`config.mk`:
```
export PLATFORM = sky130hd
export DESIGN_NAME = asc_ctrl
export DESIGN_NICKNAME = d
export VERILOG_FILES = /design/src/common/asc_pkg.sv /design/src/logic/asc_ctrl.sv
export SDC_FILE = /design/constraint.sdc
export NUM_CORES = 1
export LEC_CHECK = 0
export ABC_AREA = 1
export BUFFER_PORTS_ARGS = -buffer_cell sky130_fd_sc_hd__buf_2
export CORE_UTILIZATION = 50
export CTS_CLUSTER_DIAMETER = 200
export DETAILED_ROUTE_END_ITERATION = 10
export PLACE_DENSITY = 0.69
export REMOVE_ABC_BUFFERS = 1
export SLEW_MARGIN = 10
export SYNTH_ARGS = -nofsm -noshare
export SYNTH_HDL_FRONTEND = slang
export SYNTH_SLANG_ARGS = --single-unit
export TNS_END_PERCENT = 5
```
`constraint.sdc`:
```
create_clock -name clk_sys -period 1.6 [get_ports clk_sys]
set_input_delay 0.16 -clock clk_sys [delete_from_list [all_inputs] [get_ports clk_sys]]
set_output_delay 0.16 -clock clk_sys [all_outputs]
set_load 0.05 [all_outputs]
```
`src/common/asc_pkg.sv`:
```
// Package: constants, types and register map of the ADC sleep and test-pattern control
package asc_pkg;
  // Clock and wake-up timing
  localparam int unsigned CLK_PERIOD_NS    = 10;
  localparam int unsigned T_SHUTDOWN_NS    = 2500000;
  localparam int unsigned T_STANDBY_NS     = 100000;
  localparam int unsigned T_DEEP_NS        = 20000;
  localparam int unsigned T_LIGHT_NS       = 2000;
  // Least times: round up to whole cycles
  localparam int unsigned CYC_SHUTDOWN     = (T_SHUTDOWN_NS + CLK_PERIOD_NS - 1) / CLK_PERIOD_NS;
  localparam int unsigned CYC_STANDBY      = (T_STANDBY_NS + CLK_PERIOD_NS - 1) / CLK_PERIOD_NS;
  localparam int unsigned CYC_DEEP         = (T_DEEP_NS + CLK_PERIOD_NS - 1) / CLK_PERIOD_NS;
  localparam int unsigned CYC_LIGHT        = (T_LIGHT_NS + CLK_PERIOD_NS - 1) / CLK_PERIOD_NS;
  localparam int unsigned WCNT_W           = 18;

  // Serial frame layout
  localparam int unsigned ADDR_BITS        = 8;
  localparam int unsigned FRAME_BITS       = 24;
  localparam int unsigned DATA_W           = 16;
  localparam int unsigned CODE_W           = 12;
  localparam int unsigned CODE_LSB         = 2;
  localparam int unsigned RW_BIT           = 7;

  // Register map
  localparam logic [7:0]  ADDR_CONFIG      = 8'h01;
  localparam logic [7:0]  ADDR_POWER_MODE  = 8'h37;
  localparam logic [7:0]  ADDR_PAT_UPPER   = 8'h3C;
  localparam logic [7:0]  ADDR_PAT_CODE    = 8'h3D;
  localparam logic [7:0]  ADDR_PAT_LOWER   = 8'h3E;
  localparam logic [15:0] CONFIG_RESET     = 16'h0002;
  localparam logic [15:0] ZERO_WORD        = 16'h0000;
  localparam int unsigned HP1_BIT          = 1;
  localparam int unsigned PAT_EN_BIT       = 15;

  // Power mode field, low two bits of the power-mode register
  typedef enum logic [1:0] {
    PM_SHUTDOWN = 2'h0,
    PM_STANDBY  = 2'h1,
    PM_DEEP     = 2'h2,
    PM_LIGHT    = 2'h3
  } asc_pmode_t;

  typedef enum logic [2:0] {
    PS_RUN   = 3'h1,
    PS_SLEEP = 3'h2,
    PS_WAKE  = 3'h4
  } asc_pstate_t;

  // Serial port pins after sampling
  typedef struct packed {
    logic sclk;
    logic sdenb_n;
    logic sdio;
  } asc_ser_t;

  // Register file
  typedef struct packed {
    logic [15:0] config_word;
    logic [15:0] power_mode;
    logic [15:0] pattern_control_upper;
    logic [15:0] pattern_code_word;
    logic [15:0] pattern_control_lower;
  } asc_regs_t;

  // Whole module state
  typedef struct packed {
    asc_ser_t              s1;
    asc_ser_t              s2;
    logic                  sclk_prev;
    logic [1:0]            en_sync;
    logic [7:0]            addr;
    logic [15:0]           shift;
    logic [4:0]            bit_cnt;
    asc_regs_t             regs;
    asc_pstate_t           pstate;
    logic [WCNT_W-1:0]     wcnt;
    logic                  phase;
    logic [CODE_W-1:0]     dout;
    logic                  dvalid;
    logic                  asleep;
    logic                  sdio_out;
    logic                  sdio_oe_n;
  } asc_state_t;
endpackage

```
`src/logic/asc_ctrl.sv`:
```
// Sleep mode sequencing, serial register port and test-pattern output of a dual ADC
`timescale 1ns/100ps
module asc_ctrl #(
  parameter int unsigned SHUTDOWN_CYCLES = asc_pkg::CYC_SHUTDOWN,
  parameter int unsigned STANDBY_CYCLES  = asc_pkg::CYC_STANDBY
) (
  // Clock and reset
  input  wire logic                       clk_sys,
  input  wire logic                       rstn,
  // Enable pin
  input  wire logic                       enable,
  // Serial configuration port
  input  wire logic                       sclk,
  input  wire logic                       sdenb_n,
  input  wire logic                       sdio_in,
  output logic                            sdio_out,
  output logic                            sdio_oe_n,
  // Conversion data in, sample data out
  input  wire logic [asc_pkg::CODE_W-1:0] adc_code,
  output logic      [asc_pkg::CODE_W-1:0] data_out,
  output logic                            data_valid,
  output logic                            asleep
);

  ////////////////////////////////////////////////////////////////////////////////
  asc_pkg::asc_state_t q;
  asc_pkg::asc_state_t d;

  // Code field of a pattern register
  function automatic logic [asc_pkg::CODE_W-1:0] code_field(input logic [15:0] w);
    return w[asc_pkg::CODE_LSB +: asc_pkg::CODE_W];
  endfunction

  // Wake-up delay of a power mode, in cycles minus one
  // Shutdown and standby are parameters so a bench can shorten the long waits
  function automatic logic [asc_pkg::WCNT_W-1:0] wake_cycles(input logic [1:0] m);
    logic [asc_pkg::WCNT_W-1:0] c;
    c = asc_pkg::WCNT_W'(asc_pkg::CYC_LIGHT);
    unique case (asc_pkg::asc_pmode_t'(m))
      asc_pkg::PM_SHUTDOWN: c = asc_pkg::WCNT_W'(SHUTDOWN_CYCLES);
      asc_pkg::PM_STANDBY:  c = asc_pkg::WCNT_W'(STANDBY_CYCLES);
      asc_pkg::PM_DEEP:     c = asc_pkg::WCNT_W'(asc_pkg::CYC_DEEP);
      asc_pkg::PM_LIGHT:    c = asc_pkg::WCNT_W'(asc_pkg::CYC_LIGHT);
    endcase
    return c - asc_pkg::WCNT_W'(1);
  endfunction

  logic                      sclk_rise;
  logic                      sclk_fall;
  logic                      reading;
  logic [7:0]                full_addr;
  logic [15:0]               full_data;
  logic [15:0]               rdata;
  logic                      pat_on;
  logic [asc_pkg::CODE_W-1:0] code_a;
  logic [asc_pkg::CODE_W-1:0] code_b;

  // Link clock edges are found on the synchronised copy, so each phase of
  // the link clock must last at least four clk_sys cycles
  assign sclk_rise = q.s2.sclk & ~q.sclk_prev;
  assign sclk_fall = ~q.s2.sclk & q.sclk_prev;
  assign reading   = q.addr[asc_pkg::RW_BIT];
  assign full_addr = {q.addr[6:0], q.s2.sdio};
  assign full_data = {q.shift[14:0], q.s2.sdio};
  assign code_a    = code_field(q.regs.pattern_code_word);
  assign code_b    = code_field(q.regs.pattern_control_lower);

  assign pat_on = ~q.regs.config_word[asc_pkg::HP1_BIT]
                & q.regs.pattern_control_upper[asc_pkg::PAT_EN_BIT];

  // Read-back mux; unmapped addresses read as zero
  // Bit 7 of the address word is the read flag, not part of the address
  always_comb begin
    unique case ({1'b0, full_addr[6:0]})
      asc_pkg::ADDR_CONFIG:     rdata = q.regs.config_word;
      asc_pkg::ADDR_POWER_MODE: rdata = q.regs.power_mode;
      asc_pkg::ADDR_PAT_UPPER:  rdata = q.regs.pattern_control_upper;
      asc_pkg::ADDR_PAT_CODE:   rdata = q.regs.pattern_code_word;
      asc_pkg::ADDR_PAT_LOWER:  rdata = q.regs.pattern_control_lower;
      default:                  rdata = asc_pkg::ZERO_WORD;
    endcase
  end

  ////////////////////////////////////////////////////////////////////////////////
  always_comb begin
    d = q;
    // Pins pass two flops; only the second stage is looked at
    d.s1         = '{sclk: sclk, sdenb_n: sdenb_n, sdio: sdio_in};
    d.s2         = q.s1;
    d.sclk_prev  = q.s2.sclk;
    d.en_sync    = {q.en_sync[0], enable};

    // Serial frame: R/W and 7 address bits, then 16 data bits, MSB first
    if (q.s2.sdenb_n) begin
      // Frame ended or cut short: nothing commits and the line is released
      d.bit_cnt   = '0;
      d.sdio_oe_n = 1'b1;
    end else begin
      if (sclk_rise && q.bit_cnt < 5'(asc_pkg::FRAME_BITS)) begin
        d.bit_cnt = q.bit_cnt + 5'h01;
        if (q.bit_cnt < 5'(asc_pkg::ADDR_BITS)) begin
          d.addr = full_addr;
          if (q.bit_cnt == 5'(asc_pkg::ADDR_BITS - 1)) begin
            d.shift = rdata;
          end
        end else if (!reading) begin
          // Write frame: data shifts in, the register takes it at the last bit
          d.shift = full_data;
          if (q.bit_cnt == 5'(asc_pkg::FRAME_BITS - 1)) begin
            unique case ({1'b0, q.addr[6:0]})
              asc_pkg::ADDR_CONFIG:     d.regs.config_word           = full_data;
              asc_pkg::ADDR_POWER_MODE: d.regs.power_mode            = full_data;
              asc_pkg::ADDR_PAT_UPPER:  d.regs.pattern_control_upper = full_data;
              asc_pkg::ADDR_PAT_CODE:   d.regs.pattern_code_word     = full_data;
              asc_pkg::ADDR_PAT_LOWER:  d.regs.pattern_control_lower = full_data;
              default:                  d.regs = q.regs;
            endcase
          end
        end
      end
      // Read data leaves on falling edges so the host samples it on rising ones
      if (sclk_fall && reading && q.bit_cnt >= 5'(asc_pkg::ADDR_BITS)
          && q.bit_cnt < 5'(asc_pkg::FRAME_BITS)) begin
        d.sdio_out  = q.shift[15];
        d.shift     = {q.shift[14:0], 1'b0};
        d.sdio_oe_n = 1'b0;
      end
      if (q.bit_cnt == 5'(asc_pkg::FRAME_BITS) && sclk_fall) begin
        d.sdio_oe_n = 1'b1;
      end
    end

    // Sleep sequencing
    // Enable low during wake-up goes back to sleep and the count restarts,
    // so a short glitch on the pin cannot cut the settling time short
    unique case (q.pstate)
      asc_pkg::PS_RUN: begin
        if (!q.en_sync[1]) begin
          d.pstate = asc_pkg::PS_SLEEP;
        end
      end
      asc_pkg::PS_SLEEP: begin
        if (q.en_sync[1]) begin
          d.pstate = asc_pkg::PS_WAKE;
          d.wcnt   = wake_cycles(q.regs.power_mode[1:0]);
        end
      end
      asc_pkg::PS_WAKE: begin
        if (!q.en_sync[1]) begin
          d.pstate = asc_pkg::PS_SLEEP;
        end else if (q.wcnt == '0) begin
          d.pstate = asc_pkg::PS_RUN;
        end else begin
          d.wcnt = q.wcnt - asc_pkg::WCNT_W'(1);
        end
      end
    endcase
    d.asleep = (d.pstate == asc_pkg::PS_SLEEP);

    // valid only while running
    // Valid, asleep and data all follow the next state; from the present state
    // valid would overlap asleep for one cycle on entering sleep
    d.dvalid = (d.pstate == asc_pkg::PS_RUN);
    if (d.pstate != asc_pkg::PS_RUN) begin
      d.dout  = '0;
      d.phase = 1'b0;
    end else if (pat_on) begin
      d.phase = ~q.phase;
      // A zero second code holds the first one, giving the constant patterns
      if (code_b == '0 || !q.phase) begin
        d.dout = code_a;
      end else begin
        d.dout = code_b;
      end
    end else begin
      d.dout  = adc_code;
      d.phase = 1'b0;
    end
  end

  ////////////////////////////////////////////////////////////////////////////////
  always_ff @(posedge clk_sys) begin
    if (!rstn) begin
      q                  <= '0;
      q.s1               <= '{sclk: 1'b0, sdenb_n: 1'b1, sdio: 1'b0};
      q.s2               <= '{sclk: 1'b0, sdenb_n: 1'b1, sdio: 1'b0};
      // Enable sync starts high: a part released with enable high runs at once
      q.en_sync          <= 2'h3;
      q.regs.config_word <= asc_pkg::CONFIG_RESET;
      q.pstate           <= asc_pkg::PS_RUN;
      q.sdio_oe_n        <= 1'b1;
    end else begin
      q <= d;
    end
  end

  ////////////////////////////////////////////////////////////////////////////////
  // Every output is a state flop
  assign sdio_out   = q.sdio_out;
  assign sdio_oe_n  = q.sdio_oe_n;
  assign data_out   = q.dout;
  assign data_valid = q.dvalid;
  assign asleep     = q.asleep;

endmodule

```
==> flow_summary.json, run 1 <==
{
  "grt_pass1_vias": 6599,
  "min_from": "adc_code[8]",
  "min_path_type": "in2reg",
  "relSlewSlack": 0.699,
  "synth-seq-area-share": 0.384,
  "fin_util": 0.610,
  "required_ns": 1.96,
  "ir_drop_v": 0.000853,
  "drt-pass1-iter-count": 7,
  "grt_pass1_wl_um": 32100,
  "final_cell_area_um2": 9690,
  "wl_per_cell_um": 13.8,
  "holdWs_ns": 0.00585,
  "p_leak_nw": 4.17,
  "vias": 7549,
  "htreeDepth": 4,
  "arrival_ns": 2.04,
  "dp_cells": 1405,
  "cp-start-kind": "register",
  "fill_cells": 1452,
  "place_congestion": 0.908,
  "fin_cells": 1459,
  "place.port_buffers": 33,
  "setup_viol": 16,
  "netlist_area_um2": 8130,
  "cts-root-buf": "clkbuf_16",
  "clk_pin_slew_ns": 0.06,
  "critPathMaxStageDelay_ns": 0.36,
  "drc": 0,
  "rows": 46,
  "cts_tree": "built",
  "crit_chain": "ha_4 > nand2_4 > nor2_4 > nand2_4 > nor4_4 > buf_6 > nand2_8 > clkinv_8 > nor2_1 > nor2_1",
  "reg2reg_to": "q[87]$_SDFFE_PN0P_",
  "synthTopCellsByArea": "dfxtp_1 38%, nand2_1 12%, nor2_1 8.8%",
  "drive_above_1_share": 0.214,
  "yosys_warnings": 0,
  "overflow": 0,
  "cts.sinks": 156,
  "fin_crit_ns": 1.68,
  "grt_max_degree": 95,
  "syn_to_final_growth_pct": 19.2,
  "holdPathStages": 3,
  "r2r_slack_ns": -0.08,
  "synth_cells": 1171,
  "tightest_slew_ns": 0.451,
  "die_h_um": 129,
  "ios": 34,
  "grt_usage": 0.243,
  "worstSetupPathType": "reg2reg",
  "clkLatencyLatePin_ns": 0.44,
  "synthArstFlopShare": 0,
  "synth.top_cells.by_count": "253 x nand2_1, 190 x nor2_1, 156 x dfxtp_1, 111 x nand3_1, 89 x inv_1",
  "rsz0062_at_grt": "yes",
  "r2r_cells": 10,
  "synth_most_common_cell": "nand2_1",
  "finalHoldViolations": 0,
  "finalMaxSlewViolations": 0,
  "avgViaCountPerCell": 5.17,
  "yosysTopAreaCell": "dfxtp_1",
  "fp.dieW_um": 129,
  "synth_seq_cells": 156,
  "cts_buffer_depth": 2,
  "power_mw": 8.78,
  "dp_hpwl_um": 13100,
  "maxCapViolCount": 0,
  "worstPathMaxFanout": 8,
  "final.period_utilization": 1.05,
  "synth_top_area_frac": 0.384,
  "status": "finished with violations",
  "min_to": "data_out[8]$_SDFF_PP0_",
  "violations": "setup timing",
  "finalWirelength_um": 20100,
  "fin_nets": 1257,
  "start_util": 0.512,
  "antenna_found_initial": 0,
  "antenna_cells": 0,
  "syn_avg_cell_area_um2": 6.94,
  "ys_types": 41,
  "max_freq_ghz": 0.594,
  "slowest_stage": "dfxtp_2",
  "worst_slack_ns": -0.0830,
  "cts_made_buffers": 17,
  "die-area_um2": 16800,
  "ant_nets": 0,
  "synth_flop_cell": "dfxtp_1",
  "clock_skew_ns": 0.0158,
  "synth_edf_count": 0,
  "placed_cell_area_um2": 8620,
  "drtIter0Drc": 575,
  "core_um2": 15900,
  "crit_path_end_kind": "register",
  "r2r_start": "q[118]$_SDFFE_PP0P_",
  "powerDensity_nw_per_um2": 906
}
## power breakdown
part	switching [mW]	total [mW]	internal, mW
Clock	1.72	4.09	2.37
Combinational	0.458	0.726	0.268
Sequential	0.0319	3.97	3.93
## critical path: cells and delay by family (launching register included)
family / cells / cell delay, ns
flops: 1 / 0.36
simple gates: 7 / 0.83
buf+inv: 2 / 0.27
fa+ha+maj: 1 / 0.15
## layer usage
metal | wire length, µm | vias to the layer above | GRT usage
li1 | - | 3896 | -
met1 | 9670 | 3434 | 0.334
met2 | 9100 | 192 | 0.389
met3 | 995 | 27 | 0.0413
met4 | 374 | 0 | 0.0718
met5 | 0 | - | 0
## registers in the layout (all words and copies together), names as in the netlist
name / cells
sdio_out: 1
sdio_oe_n: 1
code_b: 12
full_data: 15
code_a: 12
q: 88
asleep: 1
full_addr: 8
d: 5
data_valid: 1
data_out: 12
## cell type report
| class | count | area, µm² | area share |
|---|---|---|---|
| multi-input cells | 847 | 4300 | 0.444 |
| inverters | 101 | 414 | 0.0428 |
| clock buffers | 18 | 439 | 0.0453 |
| repair buffers | 106 | 952 | 0.0983 |
| clock inverters | 14 | 159 | 0.0164 |
| repair inverters | 1 | 11.3 | 0.00116 |
| flip-flops and latches | 156 | 3140 | 0.324 |
| well taps | 216 | 270 | 0.0279 |
## worst max-delay path by stage
| stage | slack, ns | to | start |
|---|---|---|---|
| after floorplan | -0.30 | q[70]$_SDFFE_PN0P_ | q[121]$_SDFFE_PP0P_ |
| after global placement | -0.05 | full_data[10]$_SDFFE_PN0P_ | full_addr[3]$_SDFFE_PN0P_ |
| after detailed placement | -0.08 | q[104]$_SDFFE_PN0P_ | q[118]$_SDFFE_PP0P_ |
| after CTS | -0.06 | q[87]$_SDFFE_PN0P_ | q[118]$_SDFFE_PP0P_ |
| after global routing | -0.14 | q[101]$_SDFFE_PN0P_ | q[118]$_SDFFE_PP0P_ |
| final | -0.08 | q[87]$_SDFFE_PN0P_ | q[118]$_SDFFE_PP0P_ |
## repair_timing
action	in CTS	in global routing
buffers inserted	0	6
pin swaps	1	13
resized for setup	6	72
cloned	0	4
hold endpoints to repair	12	0
endpoints found under the setup margin	92	128
hold buffers	12	0
## cell families after synthesis
| group | Yosys count | share of synthesized area |
|---|---|---|
| xor+xnor | 1 | 0.00108 |
| flops | 156 | 0.384 |
| simple gates | 619 | 0.339 |
| buf+inv | 170 | 0.111 |
| fa+ha+maj | 9 | 0.0139 |
| compound gates | 216 | 0.150 |
## layout by cell type, fill, tap and decap left out, types with 15 or more instances in the layout
cell         n
buf_2       33
inv_1       87
nor2_1     175
o21ai_1     28
buf_12      15
o21ai_0     58
buf_4       44
clkbuf_16   18
a21oi_2     34
a21oi_1     82
dfxtp_1    147
nor2_2      22
nand2_1    247
nand3_1    109
## metrics by stage
step / worst slack [ns] / TNS, ns
floorplan: -0.299 / -16.10
global placement: -0.0504 / -0.582
detailed placement: -0.0841 / -3.23
CTS: -0.0647 / -0.675
global route: -0.143 / -5.25
finish: -0.0830 / -0.834
No activity file was read; power rests on OpenSTA's default activity.
==> inputs of run 2 (changes only) <==
TNS_END_PERCENT = 20   (was 5)
==> run 2 against run 1 <==
  * The flow now finishes without violations
  * First-iteration DRC count is 4.2% higher
  * Sequential power barely moved
  * Design area increased by 1.1%
  * Non-clock buffer count increased by 6
  * Core utilization increased by 0.69 points
  * Critical endpoint is now q[19]$_SDFFE_PN0P_
  * Die area unchanged
  * Setup slack improved by 0.090 ns
==> flow_summary.json, run 2 (synthesized netlist as in run 1, its figures left out) <==
{
  "vias": 7656,
  "cts_tree": "built",
  "relSlewSlack": 0.485,
  "min_path_type": "in2reg",
  "finalHoldViolations": 0,
  "dp_hpwl_um": 13100,
  "ir_drop_v": 0.000863,
  "status": "finished clean",
  "fp.dieW_um": 129,
  "die_h_um": 129,
  "cts.sinks": 156,
  "drtIter0Drc": 599,
  "syn_to_final_growth_pct": 20.6,
  "maxCapViolCount": 0,
  "cts-root-buf": "clkbuf_16",
  "overflow": 0,
  "fin_cells": 1465,
  "ios": 34,
  "max_freq_ghz": 0.628,
  "dp_cells": 1405,
  "final_common_cell": "nand2_1",
  "drt-pass1-iter-count": 5,
  "fin_nets": 1263,
  "final.period_utilization": 0.996,
  "arrival_ns": 1.90,
  "avgViaCountPerCell": 5.23,
  "required_ns": 1.91,
  "cts_buffer_depth": 2,
  "crit_family": "simple AND/OR/NAND/NOR gates",
  "worstPathMaxFanout": 14,
  "antenna_found_initial": 0,
  "powerDensity_nw_per_um2": 900,
  "drive_above_1_share": 0.216,
  "fin_crit_ns": 1.59,
  "critPathMaxStageDelay_ns": 0.32,
  "largest_reg_flops": 88,
  "grt_pass1_vias": 6667,
  "crit_buf_inv": 1,
  "setup_viol": 0,
  "final_cell_area_um2": 9800,
  "finalMaxSlewViolations": 0,
  "place.port_buffers": 33,
  "die-area_um2": 16800,
  "cts_made_buffers": 17,
  "placed_cell_area_um2": 8620,
  "cpMostUsedCell": "nand2_1",
  "holdWs_ns": 0.00511,
  "core_um2": 15900,
  "grt_pass1_wl_um": 32500,
  "start_util": 0.512,
  "regMostFlops": "q",
  "rsz0062_at_grt": "yes",
  "clk_pin_slew_ns": 0.07,
  "power_mw": 8.82,
  "rows": 46,
  "worstSetupPathType": "reg2reg",
  "drc": 0,
  "finalWirelength_um": 20900,
  "tightest_slew_ns": 0.766,
  "wl_per_cell_um": 14.3,
  "place_congestion": 0.908,
  "clock_skew_ns": 0.0210,
  "cp-start-kind": "register",
  "crit_chain": "nor2_2 > nand2_1 > nor2_2 > nand3_1 > nand2_2 > nand2_4 > nand2_8 > clkbuf_16 > nand2_1 > nand2_1 > nor2_1",
  "ant_nets": 0,
  "slowest_stage": "dfxtp_1",
  "htreeDepth": 4,
  "p_leak_nw": 4.24,
  "clkLatencyLatePin_ns": 0.44,
  "antenna_cells": 0,
  "crit_path_end_kind": "register",
  "final_cell_mix": "247 x nand2_1, 174 x nor2_1, 143 x dfxtp_1",
  "grt_usage": 0.246,
  "grt_max_degree": 95
}
-- run 2: changes by cell type in the layout (fill, tap and decap cells not counted), sizes merged --
cell    previous run  this run
nand3            121       122
inv              104       102
clkbuf            19        22
buf               93        96
clkinv             8         9
-- run 2: layer usage --
metal,GRT usage,part of all wire,vias to the layer above
li1,-,-,3913
met5,0,0,-
met3,0.0434,0.054,37
met4,0.0828,0.019,0
met1,0.337,0.47,3480
met2,0.392,0.46,226
-- run 2: stage by stage --
| step | utilization | setup WS [ns] | TNS [ns] |
|---|---|---|---|
| 5_1_grt | 0.617 | -0.111 | -2.75 |
| 4_1_cts | 0.594 | -0.00725 | -0.0621 |
| 6_report | 0.617 | 0.00704 | 0 |
| 3_3_place_gp | 0.543 | -0.0504 | -0.582 |
| 3_5_place_dp | 0.543 | -0.0841 | -3.23 |
| 2_1_floorplan | - | -0.299 | -16.10 |
-- run 2: cell type report --
cell class / instances / area [µm²]
clock buffers: 18 / 439
clock inverters: 14 / 159
fillers: 1439 / 6090
inverters: 101 / 414
multi-input cells: 848 / 4310
flip-flops and latches: 156 / 3140
well taps: 216 / 270
repair buffers: 112 / 1060
-- run 2: path summary, 6_finish.rpt --
check                     start  depth (start not counted)                      to  slack (ns)
max reg2reg  q[28]$_SDFFE_PN0P_                         11      q[19]$_SDFFE_PN0P_       0.007
min reg2reg   d[152]$_SDFF_PN0_                          2       d[149]$_SDFF_PN0_        0.41
max          q[28]$_SDFFE_PN0P_                         11      q[19]$_SDFFE_PN0P_       0.007
min                 adc_code[8]                          3  data_out[8]$_SDFF_PP0_       0.005
-- run 2: worst register-to-register path, cell delays in order (launching register included) --
cell       delay [ns]
dfxtp_1          0.32
nor2_2           0.14
nand2_1          0.11
nor2_2           0.16
nand3_1          0.12
nand2_2          0.12
nand2_4          0.07
nand2_8          0.10
clkbuf_16        0.18
nand2_1          0.06
nand2_1          0.05
nor2_1           0.05
-- run 2: power breakdown --
part | switching [mW] | internal (mW)
sequential | 0.0320 | 3.93
clock | 1.73 | 2.37
combinational | 0.476 | 0.278
-- run 2: repair_timing --
action | 4_1_cts | 5_1_grt
cloned | 2 | 5
setup endpoints to repair | 92 | 128
setup buffers | 4 | 5
hold endpoints to repair | 12 | 0
pin swaps | 1 | 10
hold buffers | 12 | 0
resized for setup | 15 | 66
